## src/hw/output_clock_select_consts.svh

```systemverilog
/*
   Constants of the output clock selection block: register indices, reset
   values, field positions, selector codes, divide ratios and frame rates.
   Assumes a 200 MHz pclk and an APB bus on which register index n sits at
   byte address 4*n.
*/
// Operation
// - Selector 0, 1, 2: low, 2 kHz, 8 kHz.
// - Codes 0101 to 1010 divide main PLL.
// - Code 1011: aux/2 on four, five; else /64.
// - Codes 1100 to 1111 divide aux PLL.
// - Aux 62.5 MHz lock makes 1100 divide by ten.
// - Code 0011 synth two, 0100 synth one.
// - Output six: 0011 main/2, 0101 main undivided.
// - Output seven: 0100 gives main/2.
// - Selector pairs packed high and low nibble.
// - Bit 7 enables 2 kHz frame output.
// - Bit 6 enables 8 kHz frame output.
// - Bit 5 enables line-rate output.
// - Bit 4 enables composite, else high impedance.
// - Auto-mute forces composite and line low.
// - Output-seven selector in low nibble.
// - Line-rate select bit, reset from strap pin.
// - Aux PLL source bit: aux or main.
// - Aux digital PLL code 1001 is 62.5 MHz.
`ifndef OUTPUT_CLOCK_SELECT_CONSTS_SVH
`define OUTPUT_CLOCK_SELECT_CONSTS_SVH

// ----------------------------------------------------------------------
// Register indices and reset values
// ----------------------------------------------------------------------
`define IDX_OUTPUT_CONFIG_TWO   8'h61
`define IDX_OUTPUT_CONFIG_THREE 8'h62
`define IDX_OUTPUT_CONFIG_FOUR  8'h63
`define IDX_AUX_PLL_CONFIG_ONE  8'h64
`define IDX_MAIN_PLL_CONFIG_ONE 8'h65
`define IDX_MASTER_CONFIG_FOUR  8'h70
`define IDX_OUTPUT_STATUS       8'h71
`define RST_OUTPUT_CONFIG_TWO   8'h86
`define RST_OUTPUT_CONFIG_THREE 8'h8A
`define RST_OUTPUT_CONFIG_FOUR  8'hF6
`define RST_AUX_PLL_CONFIG_ONE  8'h01
`define RST_MAIN_PLL_CONFIG_ONE 8'h01
`define RST_MASTER_CONFIG_FOUR  8'h00
`define AUX_CFG_WRITE_MASK      8'h7F
`define PAIR_CFG_WRITE_MASK     8'h01

// ----------------------------------------------------------------------
// Field positions
// ----------------------------------------------------------------------
`define FRAME_2K_EN_BIT    7
`define FRAME_8K_EN_BIT    6
`define LINE_RATE_EN_BIT   5
`define COMPOSITE_EN_BIT   4
`define AUTO_MUTE_BIT      6
`define DUTY_SEL_BIT       5
`define SONET_SEL_BIT      4
`define AUX_FROM_MAIN_BIT  6
`define PAIR_SOURCE_BIT    0

// ----------------------------------------------------------------------
// Selector codes, ratios and rates
// ----------------------------------------------------------------------
`define SEL_2K          4'h1
`define SEL_8K          4'h2
`define SEL_SYN_TWO     4'h3
`define SEL_SYN_ONE     4'h4
`define SEL_MAIN_48     4'h5
`define SEL_MAIN_16     4'h6
`define SEL_MAIN_12     4'h7
`define SEL_MAIN_8      4'h8
`define SEL_MAIN_6      4'h9
`define SEL_MAIN_4      4'hA
`define SEL_AUX_64      4'hB
`define SEL_AUX_48      4'hC
`define SEL_AUX_16      4'hD
`define SEL_AUX_8       4'hE
`define SEL_AUX_4       4'hF
`define AUX_DPLL_62M5   4'h9
`define COMP_HIGH_HALF  3'h4
`define COMP_HIGH_5_8   3'h5
`define PCLK_HZ         200000000
`define FRAME_2K_HZ     2000
`define FRAME_8K_HZ     8000

`endif

```

## src/hw/output_clock_select_pkg.sv

```systemverilog
/*
   Types of the output clock selection block.
   Assumes the constants header is compiled alongside.
*/
package output_clock_select_pkg;

   typedef enum logic [2:0] {
      SRC_LOW, SRC_2K, SRC_8K, SRC_SYN_ONE, SRC_SYN_TWO, SRC_MAIN, SRC_AUX
   } src_kind_t;

   typedef struct packed {
      src_kind_t   kind;
      logic [15:0] ratio;
   } route_t;

   typedef struct packed {
      logic [7:0]       cfg_two;
      logic [7:0]       cfg_three;
      logic [7:0]       cfg_four;
      logic [7:0]       aux_cfg;
      logic [7:0]       main_cfg;
      logic [7:0]       pair_cfg;
      logic [1:0]       ref_sync;
      logic [1:0]       strap_sync;
      logic [1:0]       strap_wait;
      route_t [4:0]     route_prev;
      logic [4:0]       clk_q;
      logic [2:0]       comp_phase;
      logic             line_q;
      logic             comp_out;
      logic             line_out;
      logic             f2k_out;
      logic             f8k_out;
      logic [31:0]      rdata;
      logic             slverr;
   } top_state_t;

endpackage

```

## src/hw/tick_divider.sv

```systemverilog
/*
   Toggle divider: the output flips after every ratio input ticks.
   Assumes tick is a one-cycle enable on pclk and ratio is at least one.
*/
`timescale 1ns/1ps
module tick_divider #(
   parameter int unsigned WIDTH = 16
) (
   input  wire logic             pclk,
   input  wire logic             presetn,
   input  wire logic             tick,
   input  wire logic             restart,
   input  wire logic [WIDTH-1:0] ratio,
   output logic                  q
);
   typedef struct packed {
      logic [WIDTH-1:0] cnt;
      logic             q;
   } div_state_t;

   div_state_t s;
   div_state_t next_s;

   if (WIDTH < 2) begin : g_check
      $error("tick_divider WIDTH must be at least 2");
   end

   always_comb begin
      next_s = s;
      if (restart) begin
         next_s = '0;
      end else if (tick) begin
         if (s.cnt >= ratio - 1'b1) begin
            next_s.cnt = '0;
            next_s.q   = ~s.q;
         end else begin
            next_s.cnt = s.cnt + 1'b1;
         end
      end
   end

   always_ff @(posedge pclk or negedge presetn) begin
      if (!presetn) begin
         s <= '0;
      end else begin
         s <= next_s;
      end
   end

   assign q = s.q;
endmodule // tick_divider

```

## src/hw/output_clock_select.sv

```systemverilog
/*
   Output clock selection for outputs three to eleven, with its APB
   register file. PLL rates arrive as one-cycle half-period ticks on pclk;
   synthesizer rates arrive as pclk-domain levels. The reference-valid flag
   and the strap pin are asynchronous and are synchronised here.
*/
`timescale 1ns/1ps
`include "output_clock_select_consts.svh"
module output_clock_select #(
   parameter int unsigned FRAME_2K_HALF = `PCLK_HZ / (2 * `FRAME_2K_HZ),
   parameter int unsigned FRAME_8K_HALF = `PCLK_HZ / (2 * `FRAME_8K_HZ)
) (
   input  wire logic        pclk,
   input  wire logic        presetn,
   input  wire logic [9:0]  paddr,
   input  wire logic        psel,
   input  wire logic        penable,
   input  wire logic        pwrite,
   input  wire logic [31:0] pwdata,
   input  wire logic [3:0]  pstrb,
   output logic             pready,
   output logic [31:0]      prdata,
   output logic             pslverr,
   input  wire logic        main_apll_tick,
   input  wire logic        aux_apll_tick,
   input  wire logic        digital_synth_one,
   input  wire logic        digital_synth_two,
   input  wire logic        aux_line_tick_e1,
   input  wire logic        aux_line_tick_t1,
   input  wire logic        main_line_tick,
   input  wire logic        aux_comp_tick,
   input  wire logic        main_comp_tick,
   input  wire logic        aux_ref_valid,
   input  wire logic        sonet_strap_pin,
   output logic             clk_out_three,
   output logic             clk_out_four,
   output logic             clk_out_five,
   output logic             clk_out_six,
   output logic             clk_out_seven,
   output logic             composite_clk_out,
   output logic             composite_clk_oe,
   output logic             line_rate_clk_out,
   output logic             frame_8k_out,
   output logic             frame_2k_out
);
   localparam int OUT_FOUR  = 1;
   localparam int OUT_FIVE  = 2;
   localparam int OUT_SIX   = 3;
   localparam int OUT_SEVEN = 4;

   output_clock_select_pkg::top_state_t s;
   output_clock_select_pkg::top_state_t next_s;

   output_clock_select_pkg::route_t [4:0] route;
   logic [4:0]  restart;
   logic [4:0]  div_tick;
   logic [4:0]  div_q;
   logic [3:0]  sel [5];
   logic        sq_2k;
   logic        sq_8k;
   logic        div10;
   logic        pair_aux;
   logic        mute;
   logic [7:0]  reg_idx;

   if (FRAME_2K_HALF < 1 || FRAME_2K_HALF > 65535 ||
       FRAME_8K_HALF < 1 || FRAME_8K_HALF > 65535) begin : g_check
      $error("frame half periods must fit in 16 bits and be nonzero");
   end

   // ----------------------------------------------------------------------
   // Selector decoding
   // ----------------------------------------------------------------------
   // Maps a selector code to a source and divide ratio. Ratios count
   // half-period ticks, so a ratio of one reproduces the PLL rate.
   function automatic output_clock_select_pkg::route_t decode_route(
      input logic [3:0] code,
      input int         idx,
      input logic       div_ten);
      output_clock_select_pkg::route_t r;
      r.kind  = output_clock_select_pkg::SRC_LOW;
      r.ratio = 16'h0000;
      case (code)
         `SEL_2K: begin
            r.kind = output_clock_select_pkg::SRC_2K;
         end
         `SEL_8K: begin
            r.kind = output_clock_select_pkg::SRC_8K;
         end
         `SEL_SYN_TWO: begin
            if (idx == OUT_SIX) begin
               r.kind  = output_clock_select_pkg::SRC_MAIN;
               r.ratio = 16'h0002;
            end else begin
               r.kind = output_clock_select_pkg::SRC_SYN_TWO;
            end
         end
         `SEL_SYN_ONE: begin
            if (idx == OUT_SEVEN) begin
               r.kind  = output_clock_select_pkg::SRC_MAIN;
               r.ratio = 16'h0002;
            end else begin
               r.kind = output_clock_select_pkg::SRC_SYN_ONE;
            end
         end
         `SEL_MAIN_48: begin
            r.kind  = output_clock_select_pkg::SRC_MAIN;
            r.ratio = (idx == OUT_SIX) ? 16'h0001 : 16'h0030;
         end
         `SEL_MAIN_16: begin
            r.kind  = output_clock_select_pkg::SRC_MAIN;
            r.ratio = 16'h0010;
         end
         `SEL_MAIN_12: begin
            r.kind  = output_clock_select_pkg::SRC_MAIN;
            r.ratio = 16'h000C;
         end
         `SEL_MAIN_8: begin
            r.kind  = output_clock_select_pkg::SRC_MAIN;
            r.ratio = 16'h0008;
         end
         `SEL_MAIN_6: begin
            r.kind  = output_clock_select_pkg::SRC_MAIN;
            r.ratio = 16'h0006;
         end
         `SEL_MAIN_4: begin
            r.kind  = output_clock_select_pkg::SRC_MAIN;
            r.ratio = 16'h0004;
         end
         `SEL_AUX_64: begin
            r.kind  = output_clock_select_pkg::SRC_AUX;
            r.ratio = (idx == OUT_FOUR || idx == OUT_FIVE) ? 16'h0002 : 16'h0040;
         end
         `SEL_AUX_48: begin
            r.kind  = output_clock_select_pkg::SRC_AUX;
            r.ratio = div_ten ? 16'h000A : 16'h0030;
         end
         `SEL_AUX_16: begin
            r.kind  = output_clock_select_pkg::SRC_AUX;
            r.ratio = 16'h0010;
         end
         `SEL_AUX_8: begin
            r.kind  = output_clock_select_pkg::SRC_AUX;
            r.ratio = 16'h0008;
         end
         `SEL_AUX_4: begin
            r.kind  = output_clock_select_pkg::SRC_AUX;
            r.ratio = 16'h0004;
         end
         default: begin
            r.kind = output_clock_select_pkg::SRC_LOW;
         end
      endcase
      return r;
   endfunction

   // True for every index that the register file answers.
   function automatic logic reg_hit(input logic [7:0] idx);
      return idx == `IDX_OUTPUT_CONFIG_TWO || idx == `IDX_OUTPUT_CONFIG_THREE ||
             idx == `IDX_OUTPUT_CONFIG_FOUR || idx == `IDX_AUX_PLL_CONFIG_ONE ||
             idx == `IDX_MAIN_PLL_CONFIG_ONE || idx == `IDX_MASTER_CONFIG_FOUR ||
             idx == `IDX_OUTPUT_STATUS;
   endfunction

   // ----------------------------------------------------------------------
   // Source conditions
   // ----------------------------------------------------------------------
   assign reg_idx  = paddr[9:2];
   assign div10    = s.aux_cfg[3:0] == `AUX_DPLL_62M5 &&
                     !s.main_cfg[`AUX_FROM_MAIN_BIT];
   assign pair_aux = !s.pair_cfg[`PAIR_SOURCE_BIT];
   assign mute     = pair_aux && s.aux_cfg[`AUTO_MUTE_BIT] && !s.ref_sync[1];

   assign sel[0] = s.cfg_two[3:0];
   assign sel[1] = s.cfg_two[7:4];
   assign sel[2] = s.cfg_three[3:0];
   assign sel[3] = s.cfg_three[7:4];
   assign sel[4] = s.cfg_four[3:0];

   // ----------------------------------------------------------------------
   // Per-output dividers
   // ----------------------------------------------------------------------
   for (genvar i = 0; i < 5; i++) begin : g_out
      assign route[i]    = decode_route(sel[i], i, div10);
      assign restart[i]  = route[i] != s.route_prev[i];
      assign div_tick[i] = (route[i].kind == output_clock_select_pkg::SRC_MAIN) ?
                           main_apll_tick : aux_apll_tick;
      tick_divider #(.WIDTH(16)) u_div (
         .pclk    (pclk),
         .presetn (presetn),
         .tick    (div_tick[i]),
         .restart (restart[i]),
         .ratio   (route[i].ratio),
         .q       (div_q[i])
      );
   end

   tick_divider #(.WIDTH(16)) u_frame_2k (
      .pclk    (pclk),
      .presetn (presetn),
      .tick    (1'b1),
      .restart (1'b0),
      .ratio   (16'(FRAME_2K_HALF)),
      .q       (sq_2k)
   );

   tick_divider #(.WIDTH(16)) u_frame_8k (
      .pclk    (pclk),
      .presetn (presetn),
      .tick    (1'b1),
      .restart (1'b0),
      .ratio   (16'(FRAME_8K_HALF)),
      .q       (sq_8k)
   );

   // ----------------------------------------------------------------------
   // Next state
   // ----------------------------------------------------------------------
   always_comb begin
      next_s            = s;
      next_s.ref_sync   = {s.ref_sync[0], aux_ref_valid};
      next_s.strap_sync = {s.strap_sync[0], sonet_strap_pin};

      // The strap is caught once the synchroniser holds a settled value.
      if (s.strap_wait != 2'h3) begin
         next_s.strap_wait = s.strap_wait + 2'h1;
         if (s.strap_wait == 2'h2) begin
            next_s.aux_cfg[`SONET_SEL_BIT] = s.strap_sync[1];
         end
      end

      // Read data and error are prepared in the setup phase.
      if (psel && !penable) begin
         next_s.slverr = !reg_hit(reg_idx) || paddr[1:0] != 2'h0;
         case (reg_idx)
            `IDX_OUTPUT_CONFIG_TWO:   next_s.rdata = {24'h000000, s.cfg_two};
            `IDX_OUTPUT_CONFIG_THREE: next_s.rdata = {24'h000000, s.cfg_three};
            `IDX_OUTPUT_CONFIG_FOUR:  next_s.rdata = {24'h000000, s.cfg_four};
            `IDX_AUX_PLL_CONFIG_ONE:  next_s.rdata = {24'h000000, s.aux_cfg};
            `IDX_MAIN_PLL_CONFIG_ONE: next_s.rdata = {24'h000000, s.main_cfg};
            `IDX_MASTER_CONFIG_FOUR:  next_s.rdata = {24'h000000, s.pair_cfg};
            `IDX_OUTPUT_STATUS: begin
               next_s.rdata = {29'h00000000, div10, mute, s.ref_sync[1]};
            end
            default: next_s.rdata = 32'h00000000;
         endcase
      end

      // A write lands after the strap capture, so software wins that edge.
      if (psel && penable && pwrite && pstrb[0] && !s.slverr) begin
         case (reg_idx)
            `IDX_OUTPUT_CONFIG_TWO:   next_s.cfg_two   = pwdata[7:0];
            `IDX_OUTPUT_CONFIG_THREE: next_s.cfg_three = pwdata[7:0];
            `IDX_OUTPUT_CONFIG_FOUR:  next_s.cfg_four  = pwdata[7:0];
            `IDX_AUX_PLL_CONFIG_ONE: begin
               next_s.aux_cfg = pwdata[7:0] & `AUX_CFG_WRITE_MASK;
            end
            `IDX_MAIN_PLL_CONFIG_ONE: next_s.main_cfg = pwdata[7:0];
            `IDX_MASTER_CONFIG_FOUR: begin
               next_s.pair_cfg = pwdata[7:0] & `PAIR_CFG_WRITE_MASK;
            end
            default: next_s.main_cfg = s.main_cfg;
         endcase
      end

      // General-purpose outputs, each on its own divider.
      for (int i = 0; i < 5; i++) begin
         next_s.route_prev[i] = route[i];
         case (route[i].kind)
            output_clock_select_pkg::SRC_2K:      next_s.clk_q[i] = sq_2k;
            output_clock_select_pkg::SRC_8K:      next_s.clk_q[i] = sq_8k;
            output_clock_select_pkg::SRC_SYN_ONE: next_s.clk_q[i] = digital_synth_one;
            output_clock_select_pkg::SRC_SYN_TWO: next_s.clk_q[i] = digital_synth_two;
            output_clock_select_pkg::SRC_MAIN:    next_s.clk_q[i] = div_q[i];
            output_clock_select_pkg::SRC_AUX:     next_s.clk_q[i] = div_q[i];
            default:                              next_s.clk_q[i] = 1'b0;
         endcase
      end

      // Line-rate clock: E1 or T1 rate from the selected pair source.
      if (pair_aux ? (s.aux_cfg[`SONET_SEL_BIT] ? aux_line_tick_t1 : aux_line_tick_e1)
                   : main_line_tick) begin
         next_s.line_q = ~s.line_q;
      end
      next_s.line_out = s.cfg_four[`LINE_RATE_EN_BIT] && !mute && s.line_q;

      // Composite clock: eight phases per period, high for four or five.
      if (pair_aux ? aux_comp_tick : main_comp_tick) begin
         next_s.comp_phase = s.comp_phase + 3'h1;
      end
      next_s.comp_out = !mute && s.cfg_four[`COMPOSITE_EN_BIT] &&
                        s.comp_phase < (s.aux_cfg[`DUTY_SEL_BIT] ?
                                        `COMP_HIGH_5_8 : `COMP_HIGH_HALF);

      next_s.f2k_out = s.cfg_four[`FRAME_2K_EN_BIT] && sq_2k;
      next_s.f8k_out = s.cfg_four[`FRAME_8K_EN_BIT] && sq_8k;
   end

   // ----------------------------------------------------------------------
   // State register
   // ----------------------------------------------------------------------
   always_ff @(posedge pclk or negedge presetn) begin
      if (!presetn) begin
         s           <= '0;
         s.cfg_two   <= `RST_OUTPUT_CONFIG_TWO;
         s.cfg_three <= `RST_OUTPUT_CONFIG_THREE;
         s.cfg_four  <= `RST_OUTPUT_CONFIG_FOUR;
         s.aux_cfg   <= `RST_AUX_PLL_CONFIG_ONE;
         s.main_cfg  <= `RST_MAIN_PLL_CONFIG_ONE;
         s.pair_cfg  <= `RST_MASTER_CONFIG_FOUR;
      end else begin
         s <= next_s;
      end
   end

   // ----------------------------------------------------------------------
   // Outputs
   // ----------------------------------------------------------------------
   assign pready            = 1'b1;
   assign prdata            = s.rdata;
   assign pslverr           = s.slverr;
   assign clk_out_three     = s.clk_q[0];
   assign clk_out_four      = s.clk_q[1];
   assign clk_out_five      = s.clk_q[2];
   assign clk_out_six       = s.clk_q[3];
   assign clk_out_seven     = s.clk_q[4];
   assign composite_clk_out = s.comp_out;
   assign composite_clk_oe  = s.cfg_four[`COMPOSITE_EN_BIT];
   assign line_rate_clk_out = s.line_out;
   assign frame_8k_out      = s.f8k_out;
   assign frame_2k_out      = s.f2k_out;
endmodule // output_clock_select

```

## config.mk

```make
export PLATFORM = sky130hd
export DESIGN_NAME = output_clock_select
export DESIGN_NICKNAME = d
export VERILOG_FILES = /design/src/hw/output_clock_select_pkg.sv /design/src/hw/tick_divider.sv /design/src/hw/output_clock_select.sv
export VERILOG_INCLUDE_DIRS = /design/src /design/src/hw
export SDC_FILE = /design/constraint.sdc
export NUM_CORES = 1
export LEC_CHECK = 0
export ABC_CLOCK_PERIOD_IN_PS = 4050
export BUFFER_PORTS_ARGS = -buffer_cell sky130_fd_sc_hd__buf_4
export CAP_MARGIN = 10
export CORE_ASPECT_RATIO = 1.25
export CORE_MARGIN = 2
export CORE_UTILIZATION = 37
export DETAILED_ROUTE_END_ITERATION = 12
export PLACE_DENSITY = 0.61
export SLEW_MARGIN = 20
export SYNTH_ARGS = -nofsm -noshare
export SYNTH_HDL_FRONTEND = slang
export SYNTH_SLANG_ARGS = --single-unit
```

## constraint.sdc

```tcl
create_clock -name pclk -period 4.05 [get_ports pclk]
set_clock_uncertainty 0.15 [all_clocks]
set_input_delay 0 -clock pclk [delete_from_list [all_inputs] [get_ports pclk]]
set_output_delay 0 -clock pclk [all_outputs]
set_load 0.02 [all_outputs]
```

==> results.md <==
- Buffers on Ports: 53
- Die Footprint: 42700 sq um
- Tightest Hold Check Type: primary input to asynchronous set/reset pin
- Horiz. Die Dim: 185 um
- Leak: 8.09 nW
- Critical Path RT: 4.35 ns
- CP cell instances: and4bb_2 > nand2_4 > buf_4 > buf_4 > a211o_1 > nand2_2 > inv_1 > a31oi_2 > ha_2 > o21a_1 > o21ai_1 > nand2b_1 > a41oi_2 > o21bai_2 > or2_4 > or4_4 > a21oi_2
- Worst-Margin Slew: 1.11 ns
- Nets: ~2000
- Clock Sinks: between 200 and 250
- First-pass GRT wire length: 64000 um
- All-Layer GR Usage: 18.1%
- Period utilization: a little over nine tenths
- H-Tree Depth: 1
- Antenna violations before repair: 0
- # diodes: 0
- Most used cell, CP: buf_4
- Vias post-DR: 13200
- Count of different cell masters after synthesis: 85
- Routability cong.: slightly below 0.9
- Final hold vios: 27
- Largest net degree at the start of global routing: 117
- Detail Placement HPWL: 27000 um
- Setup TNS: 0 ns
- CTS Buf Count: 27
- Worst r2r src: s[163]
- Top_reg_cell synth: dfrtp_1
- CP max-delay cell: dfstp_2
- Final WS setup: 0.191 ns
- Crit Path Class: flip-flop to flip-flop
- Synth Instances: 1742
- WP data arrival: 4.16 ns
- Place WS: -0.0615 ns
- Max Cap Viol: 0
- Failing checks: negative hold slack
- Post-synth EDFFs: 0
- Reg2Reg Setup Slack: between 0.15 and 0.2 ns
- Yosys reg bits: 231
- Remaining antenna violation count: 0
- Post-Route Hold Slack: -0.0322 ns
- Drc violations: 0
- Area after DPL: around 16000 sq um
- Buf/Inv on CP: 3
- Mapped Area: 15200 sq um
- Pwr Density: 364 nW/um^2
- First drt pass iteration count: 5
- TritonCTS clock tree: yes
- Root Buffer: clkbuf_16
- Synth warn: 0
- Final count of negative-setup-slack endpoints: 0
- Finished Core Util: between 40% and 50%
- Sequential-to-total area share from yosys stat: 38.2%
- Post-Syn Area per Cell: approximately 8.7 sq um
- Row Count: 82
- Worst path max stage delay: 0.55 ns
- Status: complete, but fails checks
- Maximum clock path buffer count: 3
- Grt total ovfl: 0
- Endpoint class of the critical path: flip-flop
- Ys async rst share: 100%
- Core Area: 40300 sq um
- Drt via density: 5.44
- Peak Freq: 259 MHz
- FF-to-FF path depth: 17
- Crit Path Max Fanout: 7
- Height of the die: 230 um
- Max VDD drop: 0.238 mV
- Boundary pin count: around 110
- Vias in the first global route: 12900
- Crit-path leading delay family: simple AND/OR/NAND/NOR gates
- Synthesis-to-layout area growth: 17.8%
- CP Launch Type: flip-flop
- Worst-skew pair later-pin latency: around 0.55 ns
- Drt total wl: 38700 um
- Share of cells above drive strength 1: 15.0%
- Final instance area: around 18000 sq um
- Worst r2r dst: g_out[2].u_div.s[9]
- Wire per inst: about 16 um
- Crit path depth: 17
- Max-slew violations: 0
- Clock transition at the registers of the reported paths: 0.06 ns
- Initial core utilization: 37.7%
- Crit path time final: 3.86 ns
- Slew HR: between 20% and 30%
- FILL cells: 3876
- DRT iter0 DRCs: approximately 850
## worst max path at each step
stage | start | end | slack [ns]
global placement | s[161] | g_out[2].u_div.s[9] | 0.03
floorplan | s[189] | g_out[0].u_div.s[4] | 0.01
global route | s[163] | g_out[4].u_div.s[9] | -0.01
finish | s[163] | g_out[2].u_div.s[9] | 0.19
detailed placement | s[161] | g_out[2].u_div.s[9] | -0.06
CTS | s[171] | g_out[4].u_div.s[9] | 0.006
## metal layers
metal / global-route usage, % / routed length [um] / vias up
li1: - / - / 6453
met1: 21.9 / 16600 / 6433
met2: 32.4 / 19700 / 231
met3: 2.54 / 1440 / 68
met4: 6.23 / 990 / 0
met5: 0 / 0 / -
## cells in the final DEF (no fill, tap or decap), drive strengths merged, types with 31 or more instances in the layout
| cell type | instances |
|---|---|
| dfrtp | 217 |
| nor2 | 175 |
| o21ai | 161 |
| buf | 145 |
| a21oi | 141 |
| nand2 | 134 |
| ha | 91 |
| inv | 52 |
| nand3 | 50 |
| and3 | 44 |
| nand3b | 42 |
| dlygate4sd3 | 40 |
| xnor2 | 36 |
| mux2 | 34 |
| clkbuf | 34 |
| nor2b | 33 |
| xor2 | 31 |
## registers in the layout, summed over array words and instances, names as in the netlist
name               cells
prdata                 8
clk_out_six            1
clk_out_four           1
frame_2k_out           1
clk_out_three          1
composite_clk_out      1
frame_8k_out           1
composite_clk_oe       1
pslverr                1
u_frame_8k.q           1
u_frame_8k.s          16
g_out.u_div.q          5
g_out.u_div.s         80
line_rate_clk_out      1
u_frame_2k.q           1
u_frame_2k.s          16
clk_out_seven          1
next_s                 2
clk_out_five           1
s                     91
## per-stage QoR
step	power, mW	hold WS [ns]	std cells
finish	6.51	-0.0322	2424
global route	6.88	0.0445	2424
CTS	6.59	0.00396	2422
detailed placement	3.93	-0.0390	2332
global placement	3.89	-0.0387	2332
floorplan	3.49	-0.446	1767
## timing repair
action,in CTS,in global routing
cloned,0,0
hold buffers,40,0
endpoints found under the hold margin,173,0
pin swaps,0,11
setup buffers,0,2
setup endpoints to repair,6,75
gates resized for setup,3,27
## logic make-up (layout without fill, tap and decap cells)
group,Yosys count,in the layout,synth area share [%]
buffers and inverters,177,288,5.45
muxes,53,53,3.77
adders and majority gates,93,93,7.63
DFF,231,231,38.2
AOI/OAI and AO/OA,486,486,19.7
xor gates and xnor gates,67,67,3.87
and+or+nand+nor,633,633,21.3
other,2,27,0.0495
## layout make-up
type                            count  area, sq um  share of cell area (%)
Inverter                           53          203                    1.13
Clock inverter                     16          224                    1.25
Clock buffer                       34          722                    4.04
Timing Repair Buffer              185         1510                    8.44
Sequential cell                   231         5800                    32.4
Tap cell                          546          683                    3.82
Multi-Input combinational cell   1359         8740                    48.9
## synthesized netlist by cell type, drive strengths merged, types with 9 or more instances
cell	count	share of area, %
dfstp	14	2.4
o21a	9	0.44
a22oi	9	0.44
and3	44	1.8
a21o	24	1.2
nand2	134	3.3
xor2	31	1.8
or3	25	1.0
xnor2	36	2.1
a21oi	141	4.7
a221oi	11	0.63
nand3b	42	2.1
o22ai	16	0.66
o211ai	9	0.44
a31oi	18	0.78
o21ai	161	5.3
nor2b	33	1.4
nor3	22	0.73
ha	91	7.5
or2	13	0.55
dfrtp	217	36
nor4	16	0.70
a211oi	19	1.0
mux2	34	2.5
nand3	50	1.7
nand4	14	0.58
nand2b	27	1.1
nor2	175	4.3
and2	11	0.45
clkbuf	55	1.4
inv	51	1.3
buf	69	2.8
mux2i	19	1.3
## report_power, final
part	switching, mW	total, mW	internal (mW)
Combinational	0.691	1.25	0.560
Clock	1.00	2.59	1.59
Sequential	0.187	2.67	2.48
Total	1.88	6.51	4.63
Power figures use the tool's default switching activity.
